File: src/rtl/omc_pkg.sv
// constants, types and register map of the operating mode controller
package omc_pkg;
  // clock and slow oscillator timing
  localparam int CLK_PERIOD_NS = 4;
  localparam int SLOW_OSC_PERIOD_NS = 1_000_000;
  localparam int SLOW_OSC_CYCLES = SLOW_OSC_PERIOD_NS / CLK_PERIOD_NS;
  // restart pseudo-vector pair
  localparam logic [15:0] RESET_VEC_HI_ADDR = 16'hdffe;
  localparam logic [15:0] RESET_VEC_LO_ADDR = 16'hdfff;
  // apb register byte offsets
  localparam logic [7:0] REG_CTRL_OFS = 8'h00;
  localparam logic [7:0] REG_STATUS_OFS = 8'h04;
  localparam logic [7:0] REG_LFDET_OFS = 8'h08;
  // control register fields (power_mode_control_one/two bits)
  localparam int CTRL_STOP_PERMIT_BIT = 0;
  localparam int CTRL_STOP_SEL_LSB = 1;
  localparam int CTRL_LOWVOLT_ON_BIT = 3;
  localparam int CTRL_LOWVOLT_STOP_BIT = 4;
  localparam int CTRL_TICK_SLOW_BIT = 5;
  localparam logic [5:0] CTRL_RESET = 6'h00;
  // stop selection codes
  localparam logic [1:0] STOPSEL_DEEP = 2'h0;
  localparam logic [1:0] STOPSEL_INTERMEDIATE = 2'h1;
  localparam logic [1:0] STOPSEL_THIRD = 2'h2;
  localparam logic [1:0] STOPSEL_LIGHT = 2'h3;
  // status register fields
  localparam int STAT_STATE_LSB = 0;
  localparam int STAT_ENTRY_EN_BIT = 3;
  localparam int STAT_LOWVOLT_BIT = 4;
  localparam int STAT_DBGCLK_BIT = 5;
  // lf detector sampling period minus one, in slow ticks
  localparam logic [7:0] LFDET_PERIOD_RESET = 8'h10;
  // debug command codes
  localparam logic [2:0] CMD_MEM = 3'h0;
  localparam logic [2:0] CMD_MEM_STAT = 3'h1;
  localparam logic [2:0] CMD_READ_STATUS = 3'h2;
  localparam logic [2:0] CMD_WRITE_CONTROL = 3'h3;
  localparam logic [2:0] CMD_BACKGROUND = 3'h4;
  localparam logic [2:0] CMD_CPU_REG = 3'h5;
  localparam logic [2:0] CMD_TRACE = 3'h6;
  localparam logic [2:0] CMD_RESUME = 3'h7;
  // debug answer codes
  localparam logic [1:0] RSP_OK = 2'h0;
  localparam logic [1:0] RSP_REFUSED = 2'h1;
  localparam logic [1:0] RSP_STOPPED = 2'h2;
  // operating states
  typedef enum logic [2:0] {
    ST_BOOT, ST_RUN, ST_DBG, ST_DEEP, ST_LIGHT, ST_THIRD
  } omc_state_t;
  // mode class seen by the debug command gate
  typedef enum logic [1:0] {MC_RUN, MC_DBG, MC_STOP} omc_mcls_t;
endpackage

File: src/rtl/omc_dbg_if.sv
// signals between the mode controller and its debug command gate
`timescale 1ns/1ns
`default_nettype none
interface omc_dbg_if;
  import omc_pkg::*;
  logic cmd_valid;
  logic [2:0] cmd;
  logic cmd_wbit;
  omc_mcls_t mcls;
  logic entry_en;
  logic rsp_valid;
  logic [1:0] rsp_code;
  logic rsp_rbit;
  logic ev_bkg;
  logic ev_resume;
  logic ev_trace;
  modport gate (input cmd_valid, cmd, cmd_wbit, mcls,
    output entry_en, rsp_valid, rsp_code, rsp_rbit, ev_bkg, ev_resume,
    ev_trace);
  modport ctl (output cmd_valid, cmd, cmd_wbit, mcls,
    input entry_en, rsp_valid, rsp_code, rsp_rbit, ev_bkg, ev_resume,
    ev_trace);
endinterface
`default_nettype wire

File: src/rtl/omc_dbg_gate.sv
// debug command gate: admits commands by mode, holds the entry enable
`timescale 1ns/1ns
`default_nettype none
module omc_dbg_gate
  import omc_pkg::*;
(
  input wire logic pclk, // system clock
  input wire logic presetn, // async reset, active low
  omc_dbg_if.gate dbg // command side of the controller
);
  logic entry_en_ff;
  logic nxt_rsp_valid;
  logic [1:0] nxt_rsp_code;
  logic nxt_bkg, nxt_resume, nxt_trace, in_dbg, stopped;

  assign in_dbg = (dbg.mcls == MC_DBG);
  assign stopped = (dbg.mcls == MC_STOP);

  // admission by mode; unclocked debug logic in stop gives no answer
  always_comb begin
    nxt_rsp_valid = dbg.cmd_valid & (~stopped | entry_en_ff);
    nxt_rsp_code = RSP_REFUSED;
    nxt_bkg = 1'b0;
    nxt_resume = 1'b0;
    nxt_trace = 1'b0;
    unique case (dbg.cmd)
      CMD_MEM, CMD_READ_STATUS, CMD_WRITE_CONTROL: begin
        if (!stopped) nxt_rsp_code = RSP_OK;
      end
      CMD_MEM_STAT: begin
        nxt_rsp_code = stopped ? RSP_STOPPED : RSP_OK;
      end
      CMD_BACKGROUND: begin
        nxt_rsp_code = RSP_OK;
        nxt_bkg = nxt_rsp_valid;
      end
      CMD_CPU_REG, CMD_TRACE, CMD_RESUME: begin
        if (in_dbg) nxt_rsp_code = RSP_OK;
        nxt_trace = nxt_rsp_valid & in_dbg & (dbg.cmd == CMD_TRACE);
        nxt_resume = nxt_rsp_valid & in_dbg & (dbg.cmd == CMD_RESUME);
      end
    endcase
  end

  // answer and event flops
  always_ff @(posedge pclk or negedge presetn) begin
    if (!presetn) begin
      dbg.rsp_valid <= 1'b0;
      dbg.rsp_code <= RSP_OK;
      dbg.rsp_rbit <= 1'b0;
      dbg.ev_bkg <= 1'b0;
      dbg.ev_resume <= 1'b0;
      dbg.ev_trace <= 1'b0;
    end else begin
      dbg.rsp_valid <= nxt_rsp_valid;
      dbg.rsp_code <= nxt_rsp_code;
      dbg.rsp_rbit <= entry_en_ff;
      dbg.ev_bkg <= nxt_bkg;
      dbg.ev_resume <= nxt_resume;
      dbg.ev_trace <= nxt_trace;
    end
  end

  // entry enable is reachable only through the write-control command
  always_ff @(posedge pclk or negedge presetn) begin
    if (!presetn) begin
      entry_en_ff <= 1'b0;
    end else if (nxt_rsp_valid && nxt_rsp_code == RSP_OK &&
                 dbg.cmd == CMD_WRITE_CONTROL) begin
      entry_en_ff <= dbg.cmd_wbit;
    end
  end
  assign dbg.entry_en = entry_en_ff;
endmodule // omc_dbg_gate
`default_nettype wire

File: src/rtl/omc_top.sv
// operating mode controller: run, debug and stop mode sequencing
//
// Overview of operation
// - debug pin high at reset: run from vector
// - four ways into debug mode
// - debug mode suspends cpu awaiting commands
// - non-intrusive commands accepted in run and debug
// - cpu, trace, resume commands only in debug
// - permitted stop halts clocks except slow oscillator
// - stop without permit forces illegal-opcode reset
// - stop variant chosen by control bits
// - deep stop powers down, regulator standby
// - deep stop asserts low voltage, waits rearm
// - deep stop wake restarts like power-on
// - pending interrupt blocks deep stop entry
// - low voltage in stop turns deep into light
// - slow oscillator, wakeup unit always running
// - light stop keeps power and regulation
// - tick runs in stop only on slow clock
// - medium oscillator started by listed stop activity
// - debug entry from run needs entry enable
// - entry enable keeps debug clocks, light stop; a third stop selection still enters third stop
// - stop: most commands refused, status reports stopped
// - background command wakes stop into debug
// - rf buffer runs; lf detector sampled periodically
// - deep stop puts pins high impedance
// - deep stop wake resets modules, drops ram
//
// The implementer's own choices: the register offsets and the APB interface to the registers.
`timescale 1ns/1ns
`default_nettype none
module omc_top
  import omc_pkg::*;
#(
  parameter int SLOW_DIV = SLOW_OSC_CYCLES // cycles per slow tick
) (
  input wire logic pclk, // system clock
  input wire logic presetn, // async reset, active low
  input wire logic psel, // apb select
  input wire logic penable, // apb access phase
  input wire logic pwrite, // apb direction
  input wire logic [7:0] paddr, // apb byte address
  input wire logic [31:0] pwdata, // apb write data
  output logic [31:0] prdata, // apb read data
  output logic pready, // apb ready
  output logic pslverr, // apb error on unmapped address
  input wire logic debug_pin, // debug pin level
  input wire logic stop_instr, // cpu executes stop
  input wire logic break_instr, // cpu executes break instruction
  input wire logic bkpt_hit, // debug breakpoint match
  input wire logic irq_pending, // an interrupt awaits service
  input wire logic wake_irq, // wakeup interrupt request
  input wire logic supply_rearm, // supply above low-voltage rearm
  input wire logic lfdet_hit, // lf detector senses a signal
  input wire logic sensor_busy, // pressure or accel reading active
  input wire logic rf_sending, // rf state machine sending
  input wire logic rf_buf_req, // rf buffer asked to run
  input wire logic dbg_cmd_valid, // debug command strobe
  input wire logic [2:0] dbg_cmd, // debug command code
  input wire logic dbg_cmd_wbit, // entry enable value to write
  output logic dbg_rsp_valid, // debug answer strobe
  output logic [1:0] dbg_rsp_code, // debug answer code
  output logic dbg_rsp_rbit, // entry enable read back
  output logic cpu_run, // cpu fetches user code
  output logic cpu_step, // single instruction trace pulse
  output logic vec_fetch, // fetch reset vector pulse
  output logic [15:0] vec_addr, // pseudo-vector high address
  output logic illegal_rst, // illegal-opcode reset pulse
  output logic periph_rst, // module registers reset pulse
  output logic sys_clk_on, // system clocks running
  output logic dbg_clk_on, // debug logic clock running
  output logic reg_standby, // regulator in low-power standby
  output logic core_power_on, // regulated circuits powered
  output logic lowvolt_flag, // low voltage detect asserted
  output logic io_hiz, // pins forced high impedance
  output logic slow_osc_on, // slow oscillator enabled
  output logic wakeup_unit_on, // periodic wakeup unit enabled
  output logic med_osc_on, // medium oscillator enabled
  output logic tick_run, // periodic tick interrupt clocked
  output logic lfdet_power, // lf detector sample pulse
  output logic rf_buf_run // rf data buffer running
);
  if (SLOW_DIV < 2) begin : g_chk
    $error("SLOW_DIV must be at least 2");
  end

  omc_dbg_if dbg ();
  omc_dbg_gate u_gate (
    .pclk(pclk),
    .presetn(presetn),
    .dbg(dbg)
  );

  omc_state_t state_ff, nxt_state;
  logic [5:0] ctrl_ff;
  logic [7:0] lfdet_period_ff;
  logic stop_permit, lowvolt_detect_on, lowvolt_detect_in_stop;
  logic [1:0] stop_sel;
  logic tick_slow, entry_en, in_stop, deep_req, go_light, dbg_entry;
  logic apb_setup, apb_wr, mapped;

  assign stop_permit = ctrl_ff[CTRL_STOP_PERMIT_BIT];
  assign stop_sel = ctrl_ff[CTRL_STOP_SEL_LSB +: 2];
  assign lowvolt_detect_on = ctrl_ff[CTRL_LOWVOLT_ON_BIT];
  assign lowvolt_detect_in_stop = ctrl_ff[CTRL_LOWVOLT_STOP_BIT];
  assign tick_slow = ctrl_ff[CTRL_TICK_SLOW_BIT];
  assign entry_en = dbg.entry_en;
  assign in_stop = (state_ff == ST_DEEP) || (state_ff == ST_LIGHT) ||
                   (state_ff == ST_THIRD);

  // debug command port into the gate
  assign dbg.cmd_valid = dbg_cmd_valid;
  assign dbg.cmd = dbg_cmd;
  assign dbg.cmd_wbit = dbg_cmd_wbit;
  assign dbg.mcls = in_stop ? MC_STOP :
                    (state_ff == ST_DBG) ? MC_DBG : MC_RUN;

  // intermediate variant is absent; its code falls back to light stop
  assign deep_req = (stop_sel == STOPSEL_DEEP);
  // either override keeps regulation, so deep becomes light
  assign go_light = (lowvolt_detect_on & lowvolt_detect_in_stop) |
                    entry_en;
  // debug entry from run is gated by entry enable
  assign dbg_entry = entry_en &
                     (break_instr | bkpt_hit | dbg.ev_bkg);

  // mode sequencing
  always_comb begin
    nxt_state = state_ff;
    unique case (state_ff)
      ST_BOOT: begin
        nxt_state = debug_pin ? ST_RUN : ST_DBG;
      end
      ST_RUN: begin
        if (dbg_entry) begin
          nxt_state = ST_DBG;
        end else if (stop_instr && !stop_permit) begin
          nxt_state = ST_BOOT;
        end else if (stop_instr) begin
          if (stop_sel == STOPSEL_THIRD) nxt_state = ST_THIRD;
          else if (!deep_req || go_light) nxt_state = ST_LIGHT;
          else if (!irq_pending) nxt_state = ST_DEEP;
        end
      end
      ST_DBG: begin
        if (dbg.ev_resume) nxt_state = ST_RUN;
      end
      ST_DEEP: begin
        // wake needs an interrupt and the supply back above rearm
        if (wake_irq && supply_rearm) nxt_state = ST_BOOT;
      end
      ST_LIGHT, ST_THIRD: begin
        if (dbg.ev_bkg && entry_en) nxt_state = ST_DBG;
        else if (wake_irq) nxt_state = ST_RUN;
      end
    endcase
  end

  // state register; a deep stop wake passes through boot like power-on
  always_ff @(posedge pclk or negedge presetn) begin
    if (!presetn) begin
      state_ff <= ST_BOOT;
    end else begin
      state_ff <= nxt_state;
    end
  end

  // restart and reset pulses
  always_ff @(posedge pclk or negedge presetn) begin
    if (!presetn) begin
      vec_fetch <= 1'b0;
      vec_addr <= RESET_VEC_HI_ADDR;
      illegal_rst <= 1'b0;
      periph_rst <= 1'b0;
      cpu_step <= 1'b0;
    end else begin
      vec_fetch <= (state_ff == ST_BOOT) && debug_pin;
      vec_addr <= RESET_VEC_HI_ADDR;
      illegal_rst <= (state_ff == ST_RUN) && !dbg_entry &&
                     stop_instr && !stop_permit;
      periph_rst <= (state_ff == ST_DEEP) &&
                    (nxt_state == ST_BOOT);
      cpu_step <= dbg.ev_trace;
    end
  end

  // clock and power controls follow the next state
  always_ff @(posedge pclk or negedge presetn) begin
    if (!presetn) begin
      cpu_run <= 1'b0;
      sys_clk_on <= 1'b1;
      dbg_clk_on <= 1'b1;
      reg_standby <= 1'b0;
      core_power_on <= 1'b1;
      lowvolt_flag <= 1'b0;
      io_hiz <= 1'b1;
    end else begin
      cpu_run <= (nxt_state == ST_RUN);
      // only the debug override keeps system clocks in light stop
      sys_clk_on <= !(nxt_state inside {ST_DEEP, ST_LIGHT, ST_THIRD}) ||
                    (nxt_state == ST_LIGHT && entry_en);
      dbg_clk_on <= !(nxt_state inside {ST_DEEP, ST_LIGHT, ST_THIRD}) ||
                    entry_en && nxt_state != ST_DEEP;
      reg_standby <= (nxt_state == ST_DEEP) ||
                     (nxt_state == ST_THIRD && !go_light);
      core_power_on <= (nxt_state != ST_DEEP);
      lowvolt_flag <= (nxt_state == ST_DEEP);
      io_hiz <= (nxt_state == ST_DEEP) || (nxt_state == ST_BOOT);
    end
  end

  // slow oscillator tick divider, kept on in every mode
  localparam int DIVW = $clog2(SLOW_DIV);
  logic [DIVW-1:0] div_ff;
  logic slow_tick;
  always_ff @(posedge pclk or negedge presetn) begin
    if (!presetn) begin
      div_ff <= '0;
    end else if (div_ff == DIVW'(SLOW_DIV - 1)) begin
      div_ff <= '0;
    end else begin
      div_ff <= div_ff + 1'b1;
    end
  end
  assign slow_tick = (div_ff == DIVW'(SLOW_DIV - 1));

  // lf detector sampling once every programmed number plus one of slow ticks
  logic [7:0] lf_cnt_ff;
  always_ff @(posedge pclk or negedge presetn) begin
    if (!presetn) begin
      lf_cnt_ff <= 8'h00;
      lfdet_power <= 1'b0;
    end else begin
      lfdet_power <= 1'b0;
      if (slow_tick) begin
        if (lf_cnt_ff >= lfdet_period_ff) begin
          lf_cnt_ff <= 8'h00;
          lfdet_power <= 1'b1;
        end else begin
          lf_cnt_ff <= lf_cnt_ff + 8'h01;
        end
      end
    end
  end

  // always-on and activity driven blocks
  always_ff @(posedge pclk or negedge presetn) begin
    if (!presetn) begin
      slow_osc_on <= 1'b1;
      wakeup_unit_on <= 1'b1;
      med_osc_on <= 1'b0;
      tick_run <= 1'b0;
      rf_buf_run <= 1'b0;
    end else begin
      slow_osc_on <= 1'b1;
      wakeup_unit_on <= 1'b1;
      // the medium oscillator costs power, so in stop it only runs
      // while one of its users needs it
      med_osc_on <= !(nxt_state inside {ST_DEEP, ST_LIGHT, ST_THIRD}) ||
                    lfdet_power || lfdet_hit || sensor_busy ||
                    rf_sending;
      tick_run <= tick_slow || (nxt_state == ST_RUN);
      rf_buf_run <= rf_buf_req;
    end
  end

  // apb slave, zero wait states; read data caught in the setup cycle
  assign apb_setup = psel && !penable;
  assign apb_wr = psel && penable && pwrite;
  assign mapped = (paddr == REG_CTRL_OFS) || (paddr == REG_STATUS_OFS) ||
                  (paddr == REG_LFDET_OFS);

  always_ff @(posedge pclk or negedge presetn) begin
    if (!presetn) begin
      ctrl_ff <= CTRL_RESET;
      lfdet_period_ff <= LFDET_PERIOD_RESET;
    end else if (apb_wr && paddr == REG_CTRL_OFS) begin
      ctrl_ff <= pwdata[5:0];
    end else if (apb_wr && paddr == REG_LFDET_OFS) begin
      lfdet_period_ff <= pwdata[7:0];
    end
  end

  always_ff @(posedge pclk or negedge presetn) begin
    if (!presetn) begin
      prdata <= 32'h0000_0000;
      pready <= 1'b0;
      pslverr <= 1'b0;
    end else begin
      pready <= 1'b1;
      if (apb_setup) begin
        pslverr <= !mapped;
        prdata <= 32'h0000_0000;
        if (paddr == REG_CTRL_OFS) begin
          prdata[5:0] <= ctrl_ff;
        end else if (paddr == REG_STATUS_OFS) begin
          prdata[STAT_STATE_LSB +: 3] <= state_ff;
          prdata[STAT_ENTRY_EN_BIT] <= entry_en;
          prdata[STAT_LOWVOLT_BIT] <= lowvolt_flag;
          prdata[STAT_DBGCLK_BIT] <= dbg_clk_on;
        end else if (paddr == REG_LFDET_OFS) begin
          prdata[7:0] <= lfdet_period_ff;
        end
      end
    end
  end

  // debug answer to the top ports, already registered in the gate
  assign dbg_rsp_valid = dbg.rsp_valid;
  assign dbg_rsp_code = dbg.rsp_code;
  assign dbg_rsp_rbit = dbg.rsp_rbit;
endmodule // omc_top
`default_nettype wire

File: config.mk
export PLATFORM = sky130hd
export DESIGN_NAME = omc_top
export DESIGN_NICKNAME = d
export VERILOG_FILES = /design/src/rtl/omc_pkg.sv /design/src/rtl/omc_dbg_if.sv /design/src/rtl/omc_dbg_gate.sv /design/src/rtl/omc_top.sv
export SDC_FILE = /design/constraint.sdc
export NUM_CORES = 1
export LEC_CHECK = 0
export BUFFER_PORTS_ARGS = -buffer_cell sky130_fd_sc_hd__buf_2
export CAP_MARGIN = 20
export CELL_PAD_IN_SITES_DETAIL_PLACEMENT = 2
export CELL_PAD_IN_SITES_GLOBAL_PLACEMENT = 2
export CORE_AREA = 2 2 96 145
export CTS_CLUSTER_DIAMETER = 60
export DETAILED_ROUTE_END_ITERATION = 8
export DIE_AREA = 0 0 98 147
export PLACE_DENSITY_LB_ADDON = 0.1
export SETUP_SLACK_MARGIN = 0.15
export SYNTH_ARGS = -nofsm -noshare
export SYNTH_HDL_FRONTEND = slang
export SYNTH_HIERARCHICAL = 1
export SYNTH_SLANG_ARGS = --single-unit
export TNS_END_PERCENT = 20
File: constraint.sdc
create_clock -name pclk -period 2.2 [get_ports pclk]
set_input_delay 0.22 -clock pclk [delete_from_list [all_inputs] [get_ports pclk]]
set_output_delay 0.22 -clock pclk [all_outputs]
set_load 0.05 [all_outputs]
==> impl_metrics.json <==
{
  "met3_length_um": 377,
  "dp_cells": 616,
  "portBuffers": 65,
  "yosysMostFrequentCell": "dfrtp_1",
  "antenna_found_initial": 1,
  "cpPeakStageDelay_ns": 0.53,
  "htreeDepth": 3,
  "drv_slew": 0,
  "core_area_sq_mm": 0.0132,
  "final_cells": 638,
  "cap_violations": 0,
  "failed_checks": "hold timing",
  "synth_seq_cells": 76,
  "hp-class": "input pin to asynchronous set/reset pin",
  "clkTransAtPathRegs_ns": 0.06,
  "drive_gt1_frac": 0.290,
  "drc": 0,
  "setup_violations": 0,
  "routed_wl_um": 10800,
  "critical_path.cell_chain": "inv_1, ha_4, a211oi_4, nor2_2, a211oi_4, o21ai_4, o41ai_2",
  "synth_cells": 385,
  "p_leak_nw": 2.34,
  "crit_slowest_cell": "dfstp_2",
  "io_pins": 132,
  "numCtsBuffers": 9,
  "grt_pass1_vias": 3443,
  "reg2reg_to": "lf_cnt_ff[0]",
  "post_synth_main_area_contributors": "dfrtp_1 (44%), buf_4 (8.0%), mux2_2 (3.9%)",
  "dr_total_vias": 3045,
  "grt_pass1_wl_um": 17700,
  "critPathMaxFanout": 5,
  "die_y_um": 147,
  "synth.top_cells.by_count": "dfrtp_1 (71), buf_4 (43), nand2_1 (39)",
  "sw_frac_of_total": 0.366,
  "fin_crit_sh": 0.937,
  "clockBufferDepth": 2,
  "hold_viol": 47,
  "switchingPower_mw": 1.59,
  "drt_iter0_drc": 46,
  "met1_length_um": 4010,
  "cp_data_arrival_time_ns": 2.29,
  "floorplan.initialDensity": 0.304,
  "cts_sinks": 76,
  "dieWidth_um": 98,
  "top_layer_used": "met5",
  "internal_power_mw": 2.75,
  "area_growth_pct": 20.1,
  "rows": 52,
  "first_pass_iters": 4,
  "syn_area_sq_mm": 0.00401,
  "crit_top_cell": "a211oi_4",
  "setup.worst_path.start_class": "flip-flop",
  "p_per_area_mw_per_mm2": 900,
  "synthFlopType": "dfrtp_1",
  "dieArea_sq_mm": 0.0144,
  "tns_ns": 0,
  "worstMarginPinSlew_ns": 0.799,
  "min_period_ns": 2.06,
  "n_antenna_cell": 0,
  "status": "complete, but fails checks",
  "antenna_left": 0,
  "synth.distinct_cells": 63,
  "gp_congestion": 0.745,
  "cts_tree": "done",
  "rsz0062_at_grt": "true",
  "fmax_mhz": 485,
  "wl_per_cell_um": 16.9,
  "avgSynthCellArea_sq_um": 10.4,
  "path_class": "flip-flop to flip-flop",
  "rr_worst_depth": 7,
  "clk_latency_ns": 0.34,
  "peakVddDrop_mv": 0.359,
  "yosysSeqAreaShare": 0.476,
  "r2r_slack_ns": 0.14,
  "fin_skew_ns": 0.00746,
  "end_kind": "flip-flop",
  "grt_max_degree": 62,
  "grt_usage": 0.157,
  "p_seq_frac": 0.381,
  "synth-edff-count": 0,
  "async_flop_share": 1.00,
  "yosys_warnings": 6,
  "n_fill_cell": 1490,
  "p_comb_frac": 0.280,
  "place_hpwl_um": 8140,
  "met2RoutedLength_um": 6190,
  "rr_startpoint": "lfdet_period_ff[4]",
  "yosysTopAreaCell": "dfrtp_1",
  "cp.required_ns": 2.43,
  "power.total_mw": 4.33,
  "grt_overflow": 0,
  "root_buffer": "clkbuf_16",
  "slew_headroom": 0.467,
  "fin_util": 0.365,
  "clockPowerShare": 0.339,
  "hold_ws_ns": -0.0267,
  "via_per_inst": 4.77,
  "nets": 542,
  "synth_top_area_frac": 0.443
}
[metal layers]
metal  track usage  up-vias
li1              -     1433
met1         0.169     1544
met2         0.298       50
met3        0.0347       16
met4        0.0521        2
met5             0        -
[per-stage QoR]
| stage | area (sq um) | setup WS (ns) |
|---|---|---|
| 2_1_floorplan | 4170 | 0.291 |
| 3_3_place_gp | 4430 | 0.171 |
| 3_5_place_dp | 4430 | 0.149 |
| 4_1_cts | 4740 | 0.167 |
| 5_1_grt | 4820 | 0.0103 |
| 6_report | 4820 | 0.138 |
[flip-flops by register name, summed over array words and instances, names as in the netlist, 2 cells and up]
signal               count
lf_cnt_ff                8
u_gate/dbg.rsp_code      2
ctrl_ff                  6
prdata                   8
lfdet_period_ff          8
state_ff                 3
div_ff                  18
[cell usage in the layout (no fill, tap or decap), types with 3 or more instances in the layout]
cell,n
dfrtp_1,71
clkbuf_16,9
and2_1,5
nand3_1,11
nand4_1,7
nand2_1,39
xor2_1,9
o2111ai_1,4
inv_1,14
nor2b_1,6
conb_1,43
ha_1,9
nor4_1,4
o21ai_0,19
mux2i_1,6
nor4b_1,3
and3_1,5
nand2b_1,9
nor2_1,29
xnor2_1,6
nor3_1,4
a21oi_1,7
a22o_1,6
buf_4,14
dfstp_2,5
buf_2,64
mux2_2,14
o211ai_1,3
[critical path, delay by kind of cell, from the launching register on]
kind | cells | cell delay (ns)
adders and majority gates | 1 | 0.25
DFF | 1 | 0.53
and+or+nand+nor | 1 | 0.09
AOI/OAI and AO/OA | 4 | 1.01
buffers and inverters | 1 | 0.07
[worst max path at each step]
stage	end	start
finish	lf_cnt_ff[0]	lfdet_period_ff[4]
global route	lf_cnt_ff[0]	lfdet_period_ff[4]
CTS	lf_cnt_ff[5]	lfdet_period_ff[4]
detailed placement	lf_cnt_ff[0]	lfdet_period_ff[4]
global placement	lf_cnt_ff[0]	lfdet_period_ff[0]
floorplan	lf_cnt_ff[0]	lf_cnt_ff[0]
[power by group through the flow]
stage	clock network [mW]	registers (mW)	logic (mW)
floorplan	0	1.99	0.609
global placement	0	1.68	1.20
detailed placement	0	1.69	1.22
CTS	1.52	1.66	1.22
global route	1.58	1.68	1.30
finish	1.47	1.65	1.21
[cell families after synthesis]
| logic type | synth area share |
|---|---|
| other | 0.00187 |
| XOR/XNOR | 0.0328 |
| multiplexers | 0.0571 |
| AND/OR/NAND/NOR | 0.186 |
| flip-flops | 0.476 |
| AO/OA/AOI/OAI | 0.116 |
| adder cells (fa/ha/maj) | 0.0312 |
| buffers and inverters | 0.0992 |
[what timing repair did]
action,CTS,global route
hold buffers,1,0
endpoints found under the setup margin,1,9
gates cloned,0,1
buffers inserted,0,4
resized for setup,1,6
pin swaps,0,6
hold endpoints to repair,1,0
[layout make-up]
class / instances / area, sq um / share of cell area
timing repair buffer: 81 / 458 / 0.0951
clock inverter: 6 / 63.8 / 0.0132
tap: 162 / 203 / 0.0421
clock buffer: 10 / 229 / 0.0475
inverter: 14 / 52.6 / 0.0109
multi-input combinational: 289 / 1900 / 0.395
sequential: 76 / 1910 / 0.396
No activity file was read; power rests on OpenSTA's default activity.
